### src/inc/complementary_three_phase_pwm_regs.svh
// Register map, reset values and timing counts of the PWM block.
// Assumes byte addresses on an AXI4-Lite bus with 32-bit data.
`ifndef COMPLEMENTARY_THREE_PHASE_PWM_REGS_SVH
`define COMPLEMENTARY_THREE_PHASE_PWM_REGS_SVH

`define ADDR_CTRL 8'h00
`define ADDR_PERIOD 8'h04
`define ADDR_DEAD 8'h08
`define ADDR_BUF1 8'h0C
`define ADDR_BUF2 8'h10
`define ADDR_BUF3 8'h14
`define ADDR_ACT1 8'h18
`define ADDR_ACT2 8'h1C
`define ADDR_ACT3 8'h20
`define ADDR_STATUS 8'h24
`define ADDR_MASK 8'h28
`define ADDR_COUNT 8'h2C

`define CTRL_RUN_BIT 0
`define STAT_MATCH_BIT 0
`define STAT_UNDER_BIT 1

`define PERIOD_RST 16'h0C7E
`define DEAD_RST 16'h0190
`define DUTY_RST 16'h031F
`define MASK_RST 2'h0

`define REF_CLK_MHZ 100
`define COUNT_CLK_MHZ 16
`define ACC_STEP 8'(`COUNT_CLK_MHZ)
`define ACC_MOD 8'(`REF_CLK_MHZ)
`define PWM_PERIOD_US 350

`define RESP_OKAY 2'h0
`define RESP_SLVERR 2'h2

`endif

### src/inc/complementary_three_phase_pwm_pkg.sv
// Types shared by the complementary PWM block.
// Assumes the register header is included alongside.
package complementary_three_phase_pwm_pkg;

  typedef struct packed {
    logic [2:0] normal;
    logic [2:0] counter;
    logic toggle;
  } pwmPins_t;

  typedef enum {DIR_UP, DIR_DOWN} countDir_t;

endpackage : complementary_three_phase_pwm_pkg

### src/hw/complementary_three_phase_pwm.sv
// Three-phase complementary PWM with dead time, toggle pin and interrupt.
// Assumes an AXI4-Lite master on ref_clk (100 MHz) and gate drivers on the pins.
//
// Contract
// - Three-phase triangular PWM with dead time between complementary outputs, 350 us period.
// - Phases share one waveform while their active duties agree.
// - Separate toggle pin inverts once every half PWM period.
// - Period is twice count clock times period compare plus two minus dead time.
// - Counters run from a 16 MHz count source.
// - First counter keeps counting through its period compare match.
// - Second counter keeps counting through its phase two compare match.
// - Each phase duty compare has its own software-written buffer register.
// - Buffered duties move to active compares at second counter underflow and while the counter is stopped.
// - All seven outputs are active low and start high before counting.
// - Output is enabled on all seven pins.
// - No forced cutoff input can drive outputs inactive.
// - Interrupt request at each first counter period compare match.
// - Normal-phase inactive interval at each period edge lasts twice duty plus two count clocks.
// - Zero duty holds normal phases low and counter phases high.
// - Duty above period compare holds normal phases high, counter phases low.
`include "complementary_three_phase_pwm_regs.svh"
`timescale 1ns/100ps

module complementary_three_phase_pwm
  import complementary_three_phase_pwm_pkg::*;
(
  // Clock and reset
  input wire logic ref_clk,
  input wire logic reset,
  // AXI4-Lite slave
  input wire logic [7:0] awaddr,
  input wire logic awvalid,
  output logic awready,
  input wire logic [31:0] wdata,
  input wire logic [3:0] wstrb,
  input wire logic wvalid,
  output logic wready,
  output logic [1:0] bresp,
  output logic bvalid,
  input wire logic bready,
  input wire logic [7:0] araddr,
  input wire logic arvalid,
  output logic arready,
  output logic [31:0] rdata,
  output logic [1:0] rresp,
  output logic rvalid,
  input wire logic rready,
  // Gate driver pins, active low
  output pwmPins_t pins,
  // Interrupt, level
  output logic irq
);

  function automatic logic [31:0] mergeStrb(input logic [31:0] old,
                                            input logic [31:0] data,
                                            input logic [3:0] strb);
    logic [31:0] res;
    res = old;
    for (int i = 0; i < 4; i++) begin
      if (strb[i]) begin
        res[i*8 +: 8] = data[i*8 +: 8];
      end
    end
    return res;
  endfunction : mergeStrb

  // Returns {normal level, counter level}; 1 is the inactive high level
  function automatic logic [1:0] phaseLevel(input logic [15:0] c,
                                            input logic [15:0] n,
                                            input logic [15:0] d,
                                            input logic [15:0] p);
    logic [16:0] sum;
    sum = {1'b0, c} + {1'b0, d};
    if (n == 16'h0000) begin
      phaseLevel = 2'b01;
    end else if (n > p) begin
      phaseLevel = 2'b10;
    end else begin
      // Gap between the two compares is the dead time
      phaseLevel = {c <= n, sum > {1'b0, n}};
    end
  endfunction : phaseLevel

  logic runQ;
  logic [15:0] periodQ;
  logic [15:0] deadQ;
  logic [15:0] bufQ [3];
  logic [15:0] actQ [3];
  logic [1:0] statQ;
  logic [1:0] maskQ;

  // Count clock enable from 100 MHz by a phase accumulator
  logic [6:0] accQ;
  logic tickQ;
  logic [7:0] accSum;
  assign accSum = {1'b0, accQ} + `ACC_STEP;

  always_ff @(posedge ref_clk) begin
    if (reset) begin
      accQ <= 7'h00;
      tickQ <= 1'b0;
    end else if (accSum >= `ACC_MOD) begin
      accQ <= 7'(accSum - `ACC_MOD);
      tickQ <= 1'b1;
    end else begin
      accQ <= accSum[6:0];
      tickQ <= 1'b0;
    end
  end

  // Triangle counter; first counter equals it plus dead time
  logic [15:0] cQ;
  countDir_t dirQ;
  logic [15:0] halfMax;
  logic matchEv;
  logic underEv;
  assign halfMax = 16'(periodQ + 16'h0001 - deadQ);
  assign matchEv = tickQ && runQ && dirQ == DIR_UP && cQ >= halfMax;
  assign underEv = tickQ && runQ && dirQ == DIR_DOWN && cQ == 16'h0000;

  always_ff @(posedge ref_clk) begin
    if (reset || !runQ) begin
      cQ <= 16'h0000;
      dirQ <= DIR_UP;
    end else if (tickQ) begin
      case (dirQ)
        DIR_UP: begin
          // Match turns the count, never clears it
          if (cQ >= halfMax) begin
            dirQ <= DIR_DOWN;
          end else begin
            cQ <= 16'(cQ + 16'h0001);
          end
        end
        DIR_DOWN: begin
          if (cQ == 16'h0000) begin
            dirQ <= DIR_UP;
          end else begin
            cQ <= 16'(cQ - 16'h0001);
          end
        end
        default: begin
          dirQ <= DIR_UP;
        end
      endcase
    end
  end

  // Double-buffered duties; stopped counter lets buffers pass straight through
  always_ff @(posedge ref_clk) begin
    if (reset) begin
      for (int i = 0; i < 3; i++) begin
        actQ[i] <= `DUTY_RST;
      end
    end else if (!runQ || underEv) begin
      for (int i = 0; i < 3; i++) begin
        actQ[i] <= bufQ[i];
      end
    end
  end

  // Pins: no cutoff input exists, only run gates them
  logic [1:0] lvl [3];
  always_comb begin
    for (int i = 0; i < 3; i++) begin
      lvl[i] = phaseLevel(cQ, actQ[i], deadQ, periodQ);
    end
  end

  always_ff @(posedge ref_clk) begin
    if (reset || !runQ) begin
      pins <= '1;
    end else begin
      for (int i = 0; i < 3; i++) begin
        pins.normal[i] <= lvl[i][1];
        pins.counter[i] <= lvl[i][0];
      end
      if (matchEv || underEv) begin
        pins.toggle <= ~pins.toggle;
      end
    end
  end

  // AXI4-Lite write channel
  logic awGotQ;
  logic wGotQ;
  logic [7:0] awAddrQ;
  logic [31:0] wDataQ;
  logic [3:0] wStrbQ;
  logic doWrite;
  assign doWrite = awGotQ && wGotQ && !bvalid;

  always_ff @(posedge ref_clk) begin
    if (reset) begin
      awready <= 1'b1;
      wready <= 1'b1;
      awGotQ <= 1'b0;
      wGotQ <= 1'b0;
      awAddrQ <= 8'h00;
      wDataQ <= 32'h00000000;
      wStrbQ <= 4'h0;
      bvalid <= 1'b0;
      bresp <= `RESP_OKAY;
    end else begin
      if (awvalid && awready) begin
        awready <= 1'b0;
        awGotQ <= 1'b1;
        awAddrQ <= {awaddr[7:2], 2'b00};
      end
      if (wvalid && wready) begin
        wready <= 1'b0;
        wGotQ <= 1'b1;
        wDataQ <= wdata;
        wStrbQ <= wstrb;
      end
      if (doWrite) begin
        awGotQ <= 1'b0;
        wGotQ <= 1'b0;
        bvalid <= 1'b1;
        bresp <= (awAddrQ <= `ADDR_COUNT) ? `RESP_OKAY : `RESP_SLVERR;
      end
      if (bvalid && bready) begin
        bvalid <= 1'b0;
        awready <= 1'b1;
        wready <= 1'b1;
      end
    end
  end

  logic [31:0] wm;
  assign wm = mergeStrb(32'h00000000, wDataQ, wStrbQ);

  always_ff @(posedge ref_clk) begin
    if (reset) begin
      runQ <= 1'b0;
      periodQ <= `PERIOD_RST;
      deadQ <= `DEAD_RST;
      maskQ <= `MASK_RST;
      for (int i = 0; i < 3; i++) begin
        bufQ[i] <= `DUTY_RST;
      end
    end else if (doWrite) begin
      case (awAddrQ)
        `ADDR_CTRL: if (wStrbQ[0]) runQ <= wm[`CTRL_RUN_BIT];
        `ADDR_PERIOD: periodQ <= mergeStrb({16'h0000, periodQ}, wDataQ, wStrbQ)
                                 [15:0];
        `ADDR_DEAD: deadQ <= mergeStrb({16'h0000, deadQ}, wDataQ, wStrbQ)[15:0];
        `ADDR_BUF1: bufQ[0] <= mergeStrb({16'h0000, bufQ[0]}, wDataQ, wStrbQ)
                                 [15:0];
        `ADDR_BUF2: bufQ[1] <= mergeStrb({16'h0000, bufQ[1]}, wDataQ, wStrbQ)
                                 [15:0];
        `ADDR_BUF3: bufQ[2] <= mergeStrb({16'h0000, bufQ[2]}, wDataQ, wStrbQ)
                                 [15:0];
        `ADDR_MASK: if (wStrbQ[0]) maskQ <= wm[1:0];
        default: begin
        end
      endcase
    end
  end

  // AXI4-Lite read channel, one cycle to rvalid
  logic [31:0] rdMux;
  logic rdOk;
  logic rdStat;
  assign rdStat = arvalid && arready && {araddr[7:2], 2'b00} == `ADDR_STATUS;

  always_comb begin
    rdOk = 1'b1;
    case ({araddr[7:2], 2'b00})
      `ADDR_CTRL: rdMux = {31'h0, runQ};
      `ADDR_PERIOD: rdMux = {16'h0000, periodQ};
      `ADDR_DEAD: rdMux = {16'h0000, deadQ};
      `ADDR_BUF1: rdMux = {16'h0000, bufQ[0]};
      `ADDR_BUF2: rdMux = {16'h0000, bufQ[1]};
      `ADDR_BUF3: rdMux = {16'h0000, bufQ[2]};
      `ADDR_ACT1: rdMux = {16'h0000, actQ[0]};
      `ADDR_ACT2: rdMux = {16'h0000, actQ[1]};
      `ADDR_ACT3: rdMux = {16'h0000, actQ[2]};
      `ADDR_STATUS: rdMux = {30'h0, statQ};
      `ADDR_MASK: rdMux = {30'h0, maskQ};
      `ADDR_COUNT: rdMux = {15'h0, dirQ == DIR_DOWN, cQ};
      default: begin
        rdMux = 32'h00000000;
        rdOk = 1'b0;
      end
    endcase
  end

  always_ff @(posedge ref_clk) begin
    if (reset) begin
      arready <= 1'b1;
      rvalid <= 1'b0;
      rdata <= 32'h00000000;
      rresp <= `RESP_OKAY;
    end else if (arvalid && arready) begin
      arready <= 1'b0;
      rvalid <= 1'b1;
      rdata <= rdMux;
      rresp <= rdOk ? `RESP_OKAY : `RESP_SLVERR;
    end else if (rvalid && rready) begin
      rvalid <= 1'b0;
      arready <= 1'b1;
    end
  end

  // Sticky events; a new event wins over the read that clears
  always_ff @(posedge ref_clk) begin
    if (reset) begin
      statQ <= 2'b00;
    end else begin
      statQ <= (rdStat ? 2'b00 : statQ) | {underEv, matchEv};
    end
  end

  always_ff @(posedge ref_clk) begin
    if (reset) begin
      irq <= 1'b0;
    end else begin
      irq <= |(statQ & maskQ);
    end
  end
endmodule : complementary_three_phase_pwm

### config.mk
export PLATFORM = sky130hd
export DESIGN_NAME = complementary_three_phase_pwm
export DESIGN_NICKNAME = d
export VERILOG_FILES = /design/src/inc/complementary_three_phase_pwm_pkg.sv /design/src/hw/complementary_three_phase_pwm.sv
export VERILOG_INCLUDE_DIRS = /design/src /design/src/inc
export SDC_FILE = /design/constraint.sdc
export NUM_CORES = 1
export LEC_CHECK = 0
export BUFFER_PORTS_ARGS = -buffer_cell sky130_fd_sc_hd__clkbuf_2
export CAP_MARGIN = 30
export CORE_MARGIN = 2
export CORE_UTILIZATION = 55
export CTS_CLUSTER_DIAMETER = 80
export DETAILED_ROUTE_END_ITERATION = 16
export PLACE_DENSITY = 0.73
export SETUP_SLACK_MARGIN = 0.5
export SLEW_MARGIN = 20
export SYNTH_ARGS = -nofsm -noshare
export SYNTH_HDL_FRONTEND = slang
export SYNTH_SLANG_ARGS = --single-unit
export TNS_END_PERCENT = 5
### constraint.sdc
create_clock -name ref_clk -period 5.06 [get_ports ref_clk]
set_input_delay 0.506 -clock ref_clk [delete_from_list [all_inputs] [get_ports ref_clk]]
set_output_delay 0.506 -clock ref_clk [all_outputs]
set_load 0.02 [all_outputs]
==> impl_results.md <==
- Setup WS post-layout: between 0.3 and 0.4 ns
- Clock Sink Count: about 210
- Clock power frac: a little under half
- CP Class: register to register
- Clock buffer depth: 3
- Antenna violations before repair: 2
- Worst relative slew slack: 31.8%
- Synth warnings: 0
- Clock slew at reported path FFs: roughly 0.060 ns
- CP Data Required Time: approximately 5.5 ns
- Sequential fraction of the synthesis area: ~36%
- Port-buffer cells: 68
- Top_reg_cell synth: dfxtp_1
- Wire per inst: approximately 22 µm
- Mapped Avg Cell Area: between 9 and 10 µm²
- Area delta synth->final: 12.4%
- Max Clock Skew: around 0.021 ns
- Post-DP HPWL: roughly 34 mm
- Reg2Reg Launch Point: periodQ[1]$_SDFFE_PP1P_
- Switching share of power: between 20% and 30%
- Final net count: 1971
- Critical Path End: cQ[14]$_SDFFE_PP0P_
- Vias in the first global route: between 10000 and 15000
- First-pass GRT wire length: about 70 mm
- Reg2Reg Setup Slack: between 0.3 and 0.4 ns
- Die height: 168 µm
- Synthesized area: roughly 15000 µm²
- Max Clk Rate: between 0.2 and 0.25 GHz
- Switching pwr: just under 1 mW
- RSZ-0062 raised after global routing: true
- Finished Core Util: 63.3%
- Leakage dissipation: 7.57 nW
- Share of layout cells above drive strength 1: a little under an eighth
- Die area: 28200 µm²
- Largest net degree at the start of global routing: 84
- Commonest non-fill, non-tap cell in the layout: ha_1
- Gr usage total: 32.6%
- Yosys cell types: between 70 and 80
- Period utilization: between 90% and 100%
- Via Count: around 13000
- Number of remaining DRC errors: 0
- R2R cell count: 23
- Reg2reg end: cQ[14]$_SDFFE_PP0P_
- CORE AREA: 26200 µm²
- Root buf cell: clkbuf_16
- Hold-fix buffers, CTS: 0
- Skew-Pair Late Insertion Delay: 0.55 ns
- First drt pass iteration count: 6
- Final setup violating endpoints: 0
- Crit path capture type: register
- Total gr overflow: 0
- CTS tree: built
- Period minus WS final: ~4.7 ns
- Pre-CTS setup slack: ~0.24 ns
- Final hold vios: 0
- Gpl congestion: 1.02
- Pins Over Slew Limit: 0
- 1st-iter DRT viols: between 1000 and 1500
- Cell area power density: roughly 240 nW/µm²
- Ys async rst share: 0%
- Worst Setup SP: periodQ[1]$_SDFFE_PP1P_
- Status: finished, final reports clean
- Setup TNS: 0 ns
- Starting density of the core: 56.4%
- Critical Path Fanout Max: 6
- Placed cells: approximately 2000
- DRT antenna net count: 0
- Arrival time worst endpoint: around 5.1 ns
- Internal cell power: approximately 3.0 mW
- Gate Count Post-Synth: roughly 1600
- Row count: 59
- IO Pins: ~110
- Worst IR Drop VDD: around 0.26 mV
- DR vias/cell: ~6.3
- Combinational share of power: roughly 6.7%
- Synth Register Bits: ~210
- Flop pwr share: approximately 48%
- Die Width: 168 µm
- Routed wire length: about 46 mm
- H-tree level count: 1
- CTS buffer count: 24
- Crit path launch type: register
- Max Cap Viol: 0
- Most frequent cells in the layout: 222 x ha_1, 133 x a21oi_1, 133 x nor2_1
- HP Class: primary input to register
- Post-Layout Cell Count: 2039
- Worst slew pin tran: 1.02 ns
- Post-synth EDFFs: 96
-- cell families after synthesis --
| group | after synthesis | share of synthesized area (%) |
|---|---|---|
| AOI/OAI and AO/OA | 387 | 17.4 |
| xor gates and xnor gates | 41 | 2.43 |
| adders and majority gates | 227 | 19.4 |
| buffers and inverters | 181 | 5.14 |
| DFF | 214 | 35.5 |
| muxes | 47 | 3.28 |
| other | 1 | 0.0254 |
| and+or+nand+nor | 494 | 16.8 |
-- final cells by class --
| class | instances | area (µm²) |
|---|---|---|
| diodes | 1 | 2.50 |
| clock buffers | 29 | 682 |
| clock inverters | 15 | 139 |
| fillers | 2165 | 9610 |
| inverters | 113 | 427 |
| multi-input cells | 1213 | 8900 |
| flip-flops and latches | 214 | 5250 |
| well taps | 335 | 419 |
| repair buffers | 119 | 785 |
-- power groups by stage --
stage	logic [mW]	registers [mW]	clock network, mW
6_report	0.264	1.89	1.79
5_1_grt	0.293	1.89	1.86
4_1_cts	0.260	1.89	1.79
3_5_place_dp	0.255	1.92	0
3_3_place_gp	0.248	1.92	0
2_1_floorplan	0.190	1.91	0
-- per-layer routing --
| layer | global-route usage (%) | up-vias | share of wire, % |
|---|---|---|---|
| met5 | 0 | - | 0.017 |
| met4 | 13.2 | 2 | 4.2 |
| met3 | 8.82 | 135 | 11 |
| met2 | 51.4 | 688 | 44 |
| met1 | 42.4 | 6121 | 40 |
| li1 | - | 5977 | - |
-- critical path: stages (launching register included) --
cell and delay (ns):
dfxtp_2 0.33, inv_2 0.05, ha_4 0.25, inv_1 0.03, ha_2 0.18, fa_2 0.34
a21o_1 0.17, a21oi_2 0.16, o21bai_1 0.11, a31o_1 0.27, a221o_1 0.35, a211o_1 0.28
a21oi_2 0.16, xnor2_1 0.13, ha_1 0.28, a21oi_1 0.15, o21ai_1 0.07, a22oi_1 0.17
a21boi_2 0.17, buf_4 0.13, nand3b_1 0.15, buf_12 0.19, or3_1 0.30, o211ai_1 0.16
-- registers in the layout, indices dropped and copies added, names as in the netlist, 2 cells and up --
register	count
periodQ	16
wDataQ	16
deadQ	16
cQ	16
pins	7
bufQ	48
awAddrQ	6
actQ	48
wStrbQ	2
rdata	17
statQ	2
accQ	5
maskQ	2
-- synth_stat cells, drive strengths merged, types with 12 or more instances --
| master | number | area share, % |
|---|---|---|
| edfxtp | 96 | 20 |
| xor2 | 13 | 0.77 |
| and2 | 40 | 1.7 |
| and3 | 12 | 0.51 |
| a21o | 44 | 2.2 |
| mux2i | 45 | 3.0 |
| nand2 | 92 | 2.3 |
| nand2b | 38 | 1.6 |
| inv | 112 | 2.8 |
| o21a | 20 | 1.0 |
| nand4 | 31 | 1.3 |
| ha | 224 | 19 |
| nor2 | 135 | 3.4 |
| a211o | 15 | 0.89 |
| a222oi | 16 | 1.1 |
| clkbuf | 39 | 1.0 |
| xnor2 | 28 | 1.7 |
| a22oi | 30 | 1.5 |
| nor4 | 17 | 0.76 |
| dfxtp | 118 | 16 |
| o21ai | 44 | 1.5 |
| nand3 | 44 | 1.5 |
| a21oi | 137 | 4.7 |
| a211oi | 12 | 0.61 |
| nor3 | 28 | 1.0 |
| nor2b | 25 | 1.1 |
| buf | 29 | 1.3 |
-- worst min-delay path by stage --
stage | end | from | depth (start not counted) | slack, ns
after floorplan | awAddrQ[6]$_SDFFE_PP0P_ | awAddrQ[6]$_SDFFE_PP0P_ | 2 | 0.45
after global placement | rdata[0]$_SDFFE_PP0P_ | rdata[0]$_SDFFE_PP0P_ | 2 | 0.45
after detailed placement | rdata[0]$_SDFFE_PP0P_ | rdata[0]$_SDFFE_PP0P_ | 2 | 0.45
after CTS | wready$_SDFFE_PP1P_ | wvalid | 2 | 0.15
after global routing | wready$_SDFFE_PP1P_ | wvalid | 2 | 0.18
final | wready$_SDFFE_PP1P_ | wvalid | 2 | 0.16
-- through the flow --
stage          power [mW]  hold WS [ns]  area, µm²
2_1_floorplan        2.10         0.446      14800
4_1_cts              3.94         0.152      16500
3_3_place_gp         2.17         0.445      15500
6_report             3.94         0.160      16600
3_5_place_dp         2.18         0.455      15500
5_1_grt              4.05         0.177      16600
-- what timing repair did --
item,4_1_cts,5_1_grt
endpoints found under the setup margin,16,21
gates resized for setup,16,7
cloned,1,0
setup buffers,16,1
pin swaps,17,15
Power figures use the tool's default switching activity.
